### src/acc_pkg.sv
package acc_pkg;

  // Register offsets in the processor I/O data space
  localparam logic [7:0] ACC_OFS_CMP_CS = 8'h50;
  localparam logic [7:0] ACC_OFS_CNV_CSB = 8'h7B;
  localparam logic [7:0] ACC_OFS_PIN_DIS = 8'h7F;

  // Comparator control and status fields
  localparam int ACC_CS_POWER_OFF = 7;
  localparam int ACC_CS_BANDGAP = 6;
  localparam int ACC_CS_RESULT = 5;
  localparam int ACC_CS_FLAG = 4;
  localparam int ACC_CS_IRQ_EN = 3;
  localparam int ACC_CS_CAPTURE = 2;
  localparam int ACC_CS_MODE_HI = 1;
  localparam int ACC_CS_MODE_LO = 0;

  // Converter control and status B fields
  localparam int ACC_CSB_MUX_EN = 6;
  localparam int ACC_CSB_TRIG_HI = 2;
  localparam int ACC_CSB_TRIG_LO = 0;

  // Pin input disable fields
  localparam int ACC_DIS_NEG = 1;
  localparam int ACC_DIS_POS = 0;

  // Reset values
  localparam logic [7:0] ACC_RST_CMP_CS = 8'h00;
  localparam logic [7:0] ACC_RST_CNV_CSB = 8'h00;
  localparam logic [7:0] ACC_RST_PIN_DIS = 8'h00;

  // Analogue level width and the fixed bandgap level
  localparam int ACC_LVL_W = 10;
  localparam logic [ACC_LVL_W-1:0] ACC_BANDGAP_LVL = 10'h0E1;

  // Synchroniser depth: two flops, 1 to 2 cycle delay
  localparam int ACC_SYNC_STAGES = 2;

  typedef enum logic [1:0] {
    ACC_MODE_TOGGLE = 2'b00,
    ACC_MODE_RSVD = 2'b01,
    ACC_MODE_FALL = 2'b10,
    ACC_MODE_RISE = 2'b11
  } acc_mode_t;

  typedef enum logic [2:0] {
    ACC_TRIG_FREE = 3'b000,
    ACC_TRIG_CMP = 3'b001,
    ACC_TRIG_EXT0 = 3'b010,
    ACC_TRIG_T0_CMPA = 3'b011,
    ACC_TRIG_T0_OVF = 3'b100,
    ACC_TRIG_T1_CMPB = 3'b101,
    ACC_TRIG_T1_OVF = 3'b110,
    ACC_TRIG_T1_CAPT = 3'b111
  } acc_trig_t;

  typedef struct packed {
    logic [7:0] addr;
    logic wr;
    logic rd;
    logic [7:0] wdata;
  } acc_io_req_t;

endpackage : acc_pkg

### src/acc_core.sv
module acc_core
  import acc_pkg::*;
(
  // Clock and reset
  input wire logic clk,
  input wire logic reset_n,
  // Processor I/O register access
  input wire acc_io_req_t io_req,
  output logic [7:0] io_rdata,
  output logic io_hit,
  // Converter state seen by the comparator
  input wire logic converter_enable,
  input wire logic [2:0] channel_select,
  input wire logic converter_power_reduction,
  input wire logic auto_trigger_enable,
  // Analogue levels, as sampled codes
  input wire logic [ACC_LVL_W-1:0] positive_input_pin,
  input wire logic [ACC_LVL_W-1:0] negative_input_pin,
  input wire logic [7:0][ACC_LVL_W-1:0] converter_pin_level,
  // Interrupt controller
  input wire logic global_irq_enable,
  input wire logic irq_vector_ack,
  output logic comparator_irq,
  // Trigger flags, index 0 is the converter flag
  input wire logic [7:0] trigger_flags,
  output logic converter_trigger,
  // Timer capture front end
  output logic capture_route_active,
  output logic capture_signal,
  // Comparator pins digital side
  input wire logic [1:0] pin_digital_in,
  output logic [1:0] pin_buffer_enable,
  output logic [1:0] port_input_bits,
  // Analogue control
  output logic comparator_power_off,
  output logic negative_from_mux,
  output logic [2:0] negative_mux_channel,
  output logic positive_from_bandgap,
  output logic comparator_result
);

  logic power_off_reg;
  logic bandgap_select_reg;
  logic irq_flag_reg;
  logic irq_enable_reg;
  logic capture_enable_reg;
  acc_mode_t edge_mode_reg;
  logic mux_enable_reg;
  acc_trig_t trig_sel_reg;
  acc_trig_t trig_sel_prev_reg;
  logic [1:0] pin_disable_reg;
  logic trig_level_prev_reg;
  logic [7:0] rdata_reg;
  logic [7:0] rdata_next;
  logic wr_cs;
  logic wr_csb;
  logic wr_dis;
  logic [ACC_LVL_W-1:0] pos_level;
  logic [ACC_LVL_W-1:0] neg_level;
  logic raw_result;
  logic sync_result;
  logic sync_prev;
  logic cmp_event;
  logic flag_clear;
  logic trig_level;
  logic trig_rise;
  logic to_free_run;

  // Address decode
  always_comb begin
    wr_cs = 1'b0;
    wr_csb = 1'b0;
    wr_dis = 1'b0;
    if (io_req.addr == ACC_OFS_CMP_CS) begin
      wr_cs = io_req.wr;
    end else if (io_req.addr == ACC_OFS_CNV_CSB) begin
      wr_csb = io_req.wr;
    end else if (io_req.addr == ACC_OFS_PIN_DIS) begin
      wr_dis = io_req.wr;
    end
  end

  assign io_hit = (io_req.addr == ACC_OFS_CMP_CS) ||
                  (io_req.addr == ACC_OFS_CNV_CSB) ||
                  (io_req.addr == ACC_OFS_PIN_DIS);

  // Comparator control bits
  always_ff @(posedge clk or negedge reset_n) begin
    if (!reset_n) begin
      power_off_reg <= ACC_RST_CMP_CS[ACC_CS_POWER_OFF];
      bandgap_select_reg <= ACC_RST_CMP_CS[ACC_CS_BANDGAP];
      irq_enable_reg <= ACC_RST_CMP_CS[ACC_CS_IRQ_EN];
      capture_enable_reg <= ACC_RST_CMP_CS[ACC_CS_CAPTURE];
      edge_mode_reg <= acc_mode_t'(
        ACC_RST_CMP_CS[ACC_CS_MODE_HI:ACC_CS_MODE_LO]);
    end else if (wr_cs) begin
      power_off_reg <= io_req.wdata[ACC_CS_POWER_OFF];
      bandgap_select_reg <= io_req.wdata[ACC_CS_BANDGAP];
      irq_enable_reg <= io_req.wdata[ACC_CS_IRQ_EN];
      capture_enable_reg <= io_req.wdata[ACC_CS_CAPTURE];
      edge_mode_reg <= acc_mode_t'(
        io_req.wdata[ACC_CS_MODE_HI:ACC_CS_MODE_LO]);
    end
  end

  // Converter control B bits
  always_ff @(posedge clk or negedge reset_n) begin
    if (!reset_n) begin
      mux_enable_reg <= ACC_RST_CNV_CSB[ACC_CSB_MUX_EN];
      trig_sel_reg <= acc_trig_t'(
        ACC_RST_CNV_CSB[ACC_CSB_TRIG_HI:ACC_CSB_TRIG_LO]);
    end else if (wr_csb) begin
      mux_enable_reg <= io_req.wdata[ACC_CSB_MUX_EN];
      trig_sel_reg <= acc_trig_t'(
        io_req.wdata[ACC_CSB_TRIG_HI:ACC_CSB_TRIG_LO]);
    end
  end

  // Pin input disable bits; upper bits are not stored
  always_ff @(posedge clk or negedge reset_n) begin
    if (!reset_n) begin
      pin_disable_reg <= ACC_RST_PIN_DIS[ACC_DIS_NEG:ACC_DIS_POS];
    end else if (wr_dis) begin
      pin_disable_reg <= io_req.wdata[ACC_DIS_NEG:ACC_DIS_POS];
    end
  end

  // Input selection
  assign negative_from_mux = mux_enable_reg && !converter_enable &&
                             !converter_power_reduction;
  assign negative_mux_channel = channel_select;
  assign positive_from_bandgap = bandgap_select_reg;
  assign pos_level = bandgap_select_reg ? ACC_BANDGAP_LVL :
                     positive_input_pin;
  assign neg_level = negative_from_mux ?
                     converter_pin_level[channel_select] :
                     negative_input_pin;

  // Powered-off comparator is held low
  assign raw_result = !power_off_reg && (pos_level > neg_level);
  assign comparator_power_off = power_off_reg;

  acc_sync_edge u_sync (
    .clk(clk),
    .reset_n(reset_n),
    .async_in(raw_result),
    .level_out(sync_result),
    .level_prev(sync_prev)
  );

  assign comparator_result = sync_result;

  // Event detection on synchronised samples
  always_comb begin
    cmp_event = 1'b0;
    case (edge_mode_reg)
      ACC_MODE_TOGGLE: cmp_event = sync_result != sync_prev;
      ACC_MODE_FALL: cmp_event = !sync_result && sync_prev;
      ACC_MODE_RISE: cmp_event = sync_result && !sync_prev;
      default: cmp_event = 1'b0;
    endcase
  end

  assign flag_clear = irq_vector_ack ||
                      (wr_cs && io_req.wdata[ACC_CS_FLAG]);

  // A new event wins over a clear in the same cycle
  always_ff @(posedge clk or negedge reset_n) begin
    if (!reset_n) begin
      irq_flag_reg <= ACC_RST_CMP_CS[ACC_CS_FLAG];
    end else if (cmp_event) begin
      irq_flag_reg <= 1'b1;
    end else if (flag_clear) begin
      irq_flag_reg <= 1'b0;
    end
  end

  assign comparator_irq = irq_flag_reg && irq_enable_reg &&
                          global_irq_enable;

  // Capture routing; timer mask is outside this block
  assign capture_route_active = capture_enable_reg;
  assign capture_signal = capture_enable_reg && sync_result;

  // Auto trigger: comparator flag replaces the external index 1
  always_comb begin
    trig_level = trigger_flags[trig_sel_reg];
    if (trig_sel_reg == ACC_TRIG_CMP) begin
      trig_level = irq_flag_reg;
    end
  end

  always_ff @(posedge clk or negedge reset_n) begin
    if (!reset_n) begin
      trig_level_prev_reg <= 1'b0;
      trig_sel_prev_reg <= ACC_TRIG_FREE;
    end else begin
      trig_level_prev_reg <= trig_level;
      trig_sel_prev_reg <= trig_sel_reg;
    end
  end

  // Previous level is that of the previous selection, so a switch counts
  assign trig_rise = trig_level && !trig_level_prev_reg;
  assign to_free_run = (trig_sel_reg == ACC_TRIG_FREE) &&
                       (trig_sel_prev_reg != ACC_TRIG_FREE);
  assign converter_trigger = auto_trigger_enable && converter_enable &&
                             trig_rise && !to_free_run;

  // Digital input buffers
  assign pin_buffer_enable = ~pin_disable_reg;
  assign port_input_bits = pin_digital_in & ~pin_disable_reg;

  // Read data, registered; unmapped reads return zero
  always_comb begin
    rdata_next = 8'h00;
    if (io_req.addr == ACC_OFS_CMP_CS) begin
      rdata_next[ACC_CS_POWER_OFF] = power_off_reg;
      rdata_next[ACC_CS_BANDGAP] = bandgap_select_reg;
      rdata_next[ACC_CS_RESULT] = sync_result;
      rdata_next[ACC_CS_FLAG] = irq_flag_reg;
      rdata_next[ACC_CS_IRQ_EN] = irq_enable_reg;
      rdata_next[ACC_CS_CAPTURE] = capture_enable_reg;
      rdata_next[ACC_CS_MODE_HI:ACC_CS_MODE_LO] = edge_mode_reg;
    end else if (io_req.addr == ACC_OFS_CNV_CSB) begin
      rdata_next[ACC_CSB_MUX_EN] = mux_enable_reg;
      rdata_next[ACC_CSB_TRIG_HI:ACC_CSB_TRIG_LO] = trig_sel_reg;
    end else if (io_req.addr == ACC_OFS_PIN_DIS) begin
      rdata_next[ACC_DIS_NEG:ACC_DIS_POS] = pin_disable_reg;
    end
  end

  always_ff @(posedge clk or negedge reset_n) begin
    if (!reset_n) begin
      rdata_reg <= 8'h00;
    end else if (io_req.rd) begin
      rdata_reg <= rdata_next;
    end
  end

  assign io_rdata = rdata_reg;
endmodule // acc_core

### src/acc_sync_edge.sv
module acc_sync_edge
  import acc_pkg::*;
(
  // Clock and reset
  input wire logic clk,
  input wire logic reset_n,
  // Asynchronous level in
  input wire logic async_in,
  // Synchronised level and its previous sample
  output logic level_out,
  output logic level_prev
);

  logic [ACC_SYNC_STAGES-1:0] stage_reg;
  logic prev_reg;

  // First stage feeds only the second stage
  always_ff @(posedge clk or negedge reset_n) begin
    if (!reset_n) begin
      stage_reg <= '0;
    end else begin
      stage_reg <= {stage_reg[ACC_SYNC_STAGES-2:0], async_in};
    end
  end

  always_ff @(posedge clk or negedge reset_n) begin
    if (!reset_n) begin
      prev_reg <= 1'b0;
    end else begin
      prev_reg <= stage_reg[ACC_SYNC_STAGES-1];
    end
  end

  assign level_out = stage_reg[ACC_SYNC_STAGES-1];
  assign level_prev = prev_reg;

endmodule // acc_sync_edge
### config.mk
export PLATFORM = sky130hd
export DESIGN_NAME = acc_core
export DESIGN_NICKNAME = d
export VERILOG_FILES = /design/src/acc_pkg.sv /design/src/acc_core.sv /design/src/acc_sync_edge.sv
export SDC_FILE = /design/constraint.sdc
export NUM_CORES = 1
export LEC_CHECK = 0
export BUFFER_PORTS_ARGS = -buffer_cell sky130_fd_sc_hd__buf_2
export CORE_ASPECT_RATIO = 0.7
export CORE_MARGIN = 5
export CORE_UTILIZATION = 38
export DETAILED_ROUTE_END_ITERATION = 10
export HOLD_SLACK_MARGIN = 0.12
export PLACE_DENSITY = 0.87
export SETUP_SLACK_MARGIN = 0.05
export SYNTH_ARGS = -nofsm -noshare
export SYNTH_HDL_FRONTEND = slang
export SYNTH_SLANG_ARGS = --single-unit
### constraint.sdc
create_clock -name clk -period 2.1 [get_ports clk]
set_input_delay 0.21 -clock clk [delete_from_list [all_inputs] [get_ports clk]]
set_output_delay 0.21 -clock clk [all_outputs]
set_load 0.05 [all_outputs]
==> flow_summary.json <==
{
  "fmaxAchievable_mhz": 479,
  "placement_rows": 23,
  "layout_common_cells": "sky130_fd_sc_hd__buf_2, sky130_fd_sc_hd__dfrtp_1, sky130_fd_sc_hd__buf_4",
  "layout.cells.most_common": "sky130_fd_sc_hd__buf_2",
  "hold_viol": 0,
  "reg2reg_depth": 8,
  "floorplan.initialDensity_pct": 39.7,
  "timing.hold.worst_path_depth": 2,
  "setup_ws_pre_cts_ns": -0.370,
  "cp-end-kind": "flip-flop",
  "largest_register_ffs": 8,
  "worst_pin_slew_ns": 0.652,
  "layout_min_cycle_time_ns": 2.09,
  "drtAntennaViolNets": 0,
  "clk_latency_ns": 0.27,
  "worstHoldEndpoint": "comparator_power_off$_DFFE_PN0P_",
  "max_slew_margin_pct": 56.5,
  "globalRouteMet3Util_pct": 4.44,
  "synth_nets": 351,
  "place.detailed.hpwl_um": 7000,
  "result_of_the_run": "completed",
  "fin_util_pct": 62.4,
  "globalRouteMet2Util_pct": 36.8,
  "final_critical_path_setup_slack_ns": 0.0108,
  "yosysWarnings": 0,
  "crit_path_start_kind": "input port",
  "grt_use_total_pct": 21.5,
  "cts_num_sinks": 28,
  "cts-root-buf": "sky130_fd_sc_hd__clkbuf_8",
  "postRouteWirelength_um": 8900,
  "grt_setup_unrepaired": "true",
  "final.fill_count": 483,
  "synthesis.instances": 201,
  "clk_pin_slew_worst_paths_ns": 0.09,
  "mappedNetlistArea_um2": 2300,
  "grt_max_degree": 29,
  "detailroute.via_count": 2403,
  "core_region_area_um2": 5780,
  "chipWidth_um": 103,
  "die_height_um": 75.0,
  "grt_first_pass_wirelength_um": 12700,
  "clock-skew-final_ns": 0.00153,
  "crit_arrival_ns": 2.25,
  "crit_path_top_delay_cell": "sky130_fd_sc_hd__mux4_2",
  "cts-buffers-inserted": 3,
  "syn_avg_cell_area_um2": 11.4,
  "worst-r2r-setup-slack_ns": 0.03,
  "powerDensity_nw_per_um2": 413,
  "first_iter_violations": 104,
  "flow.area_growth_from_synthesis_pct": 57.2,
  "gr-max-usage-layer": "met2",
  "first_pass_iters": 4,
  "pin_count": 162,
  "yosysUniqueCellTypes": 39,
  "final.period_utilization_pct": 99.5,
  "crit_path_frequent_cell": "sky130_fd_sc_hd__buf_12",
  "antenna_cells": 0,
  "ctsHtreeMaxLevel": 1,
  "detail_route.drc_violations": 0,
  "worstPathCellList": "buf_12, buf_12, mux4_2, mux2i_1, nand2_2, o21ai_2, ha_1, a21o_1, a221oi_2, o211a_1, a2111oi_4",
  "groute.layer.met1.usage_pct": 28.5,
  "critPathRequiredTime_ns": 2.26,
  "via_count_of_the_first_global_routing_pass": 2553,
  "detail_route.wl_per_cell_um": 19.6,
  "drv.max_cap_violation_count": 0,
  "worst_setup_path_category": "in -> reg",
  "critPathBufInv": 2,
  "cp_max_stage_delay_ns": 0.51,
  "ff_latch_area_um2": 702,
  "grt_antenna_before_repair": 1,
  "hp-class": "in -> reg",
  "p_leak_nw": 1.85,
  "post_route_cells_drive_above_1_share_pct": 67.4,
  "die_area_um2": 7720,
  "io_buffers": 159,
  "ctsLongestPathBuffers": 2,
  "setup_viol": 0,
  "postSynthRegisterBits": 28,
  "report.final.slew_viol_count": 0,
  "tritoncts_clock_tree": "done",
  "peak_vdd_ir_mv": 0.218,
  "finalNetCount": 531,
  "grt_overflow": 0,
  "drt-vias-per-instance": 5.28,
  "cp_top_family": "compound AO/OA/AOI/OAI gates",
  "multi_input_combinational_cell_area_um2": 1590,
  "hold_path.startpoint": "io_req[7]",
  "worst_flop_to_flop_path_startpoint": "mux_enable_reg$_DFFE_PN0P_",
  "place.gp.congestion": 0.873,
  "post-layout-total-power_mw": 1.49,
  "crit-reg2reg-capture": "u_sync.stage_reg[0]$_DFF_PN0_",
  "critPathMaxFanout": 8,
  "synth.yosys.seq_area_share_pct": 30.5
}
metal layers:
layer  vias to the layer above  part of all wire (%)
met5                         -                  0.15
met4                         2                   1.3
met3                        16                   4.8
met2                        73                    56
met1                      1191                    38
li1                       1121                     -
synthesized netlist by cell type:
cell type | number | share of area [%]
sky130_fd_sc_hd__a211o_1 | 1 | 0.38
sky130_fd_sc_hd__a22oi_1 | 2 | 0.65
sky130_fd_sc_hd__nor4_1 | 1 | 0.27
sky130_fd_sc_hd__or2_2 | 4 | 1.1
sky130_fd_sc_hd__o211a_1 | 2 | 0.87
sky130_fd_sc_hd__and3_1 | 3 | 0.82
sky130_fd_sc_hd__nor2_1 | 5 | 0.82
sky130_fd_sc_hd__a2111oi_0 | 1 | 0.38
sky130_fd_sc_hd__nor3b_1 | 1 | 0.33
sky130_fd_sc_hd__a21o_1 | 3 | 0.98
sky130_fd_sc_hd__buf_12 | 1 | 0.87
sky130_fd_sc_hd__nor3_1 | 4 | 0.87
sky130_fd_sc_hd__ha_1 | 12 | 6.5
sky130_fd_sc_hd__or4_4 | 1 | 0.49
sky130_fd_sc_hd__buf_6 | 1 | 0.49
sky130_fd_sc_hd__nand3_1 | 12 | 2.6
sky130_fd_sc_hd__mux2_4 | 6 | 3.9
sky130_fd_sc_hd__nand4_1 | 1 | 0.27
sky130_fd_sc_hd__a21oi_1 | 5 | 1.1
sky130_fd_sc_hd__buf_2 | 2 | 0.44
sky130_fd_sc_hd__buf_1 | 3 | 0.49
sky130_fd_sc_hd__a311oi_1 | 1 | 0.38
sky130_fd_sc_hd__or4_1 | 1 | 0.33
sky130_fd_sc_hd__nor2b_1 | 8 | 2.2
sky130_fd_sc_hd__nand2b_1 | 2 | 0.54
sky130_fd_sc_hd__inv_1 | 10 | 1.6
sky130_fd_sc_hd__o21ai_0 | 13 | 2.8
sky130_fd_sc_hd__clkbuf_1 | 5 | 0.82
sky130_fd_sc_hd__and2_4 | 1 | 0.38
sky130_fd_sc_hd__nand2_1 | 12 | 2.0
sky130_fd_sc_hd__mux2_2 | 10 | 4.9
sky130_fd_sc_hd__dfrtp_1 | 28 | 31
sky130_fd_sc_hd__and2_1 | 1 | 0.27
sky130_fd_sc_hd__buf_4 | 3 | 0.98
sky130_fd_sc_hd__mux4_2 | 22 | 22
sky130_fd_sc_hd__and3_2 | 1 | 0.33
sky130_fd_sc_hd__nor4_4 | 1 | 0.93
sky130_fd_sc_hd__a221oi_1 | 1 | 0.38
sky130_fd_sc_hd__mux2i_1 | 10 | 4.4
through the flow:
step	area [µm²]	hold WS, ns	instances	setup TNS, ns
final	3610	0.172	455	0
after global routing	3610	0.159	455	-0.0489
after CTS	3530	0.166	451	0
after detailed placement	3330	0.270	439	-0.370
after global placement	3330	0.247	439	-0.268
after floorplan	2400	-0.0856	201	-0.0337
kinds of logic (layout without fill, tap and decap cells):
kind of cell    after synthesis  count (layout)  share of synthesized area, %
mux                          48              48                          34.8
fa+ha+maj                    12              12                          6.54
flops                        28              28                          30.5
buf+inv                      25             204                          5.72
simple gates                 59              59                          14.5
compound gates               29              29                          7.96
power breakdown:
part,total (mW),switching [mW],internal [mW]
sequential,0.603,0.0303,0.573
combinational,0.590,0.274,0.315
clock,0.298,0.163,0.136
worst reg2reg max path: stages (launching register included):
cell,delay [ns]
sky130_fd_sc_hd__dfrtp_1,0.37
sky130_fd_sc_hd__nor3b_4,0.30
sky130_fd_sc_hd__buf_12,0.16
sky130_fd_sc_hd__o21ai_2,0.07
sky130_fd_sc_hd__ha_4,0.27
sky130_fd_sc_hd__and3_4,0.21
sky130_fd_sc_hd__nand3_4,0.07
sky130_fd_sc_hd__o211a_1,0.26
sky130_fd_sc_hd__a2111oi_4,0.26
area by class of cell:
type	count	share of cell area, %
inverters	10	1.04
flip-flops and latches	28	19.5
multi-input cells	148	44.1
well taps	75	2.60
clock buffers	4	1.25
repair buffers	190	31.5
worst max path at each step:
stage,end,slack (ns),cells after the start,startpoint
after global placement,u_sync.stage_reg[0]$_DFF_PN0_,-0.27,11,channel_select[0]
final,u_sync.stage_reg[0]$_DFF_PN0_,0.01,11,channel_select[0]
after CTS,u_sync.stage_reg[0]$_DFF_PN0_,0.03,10,mux_enable_reg$_DFFE_PN0P_
after floorplan,u_sync.stage_reg[0]$_DFF_PN0_,-0.03,10,channel_select[0]
after global routing,u_sync.stage_reg[0]$_DFF_PN0_,-0.05,8,mux_enable_reg$_DFFE_PN0P_
after detailed placement,u_sync.stage_reg[0]$_DFF_PN0_,-0.37,11,channel_select[0]
timing repair:
item	4_1_cts	5_1_grt
buffers inserted	4	5
cloned	3	0
setup endpoints to repair	1	2
resized for setup	10	20
hold buffers	1	0
pin swaps	6	12
hold endpoints to repair	28	0
No activity file was read; power rests on OpenSTA's default activity.
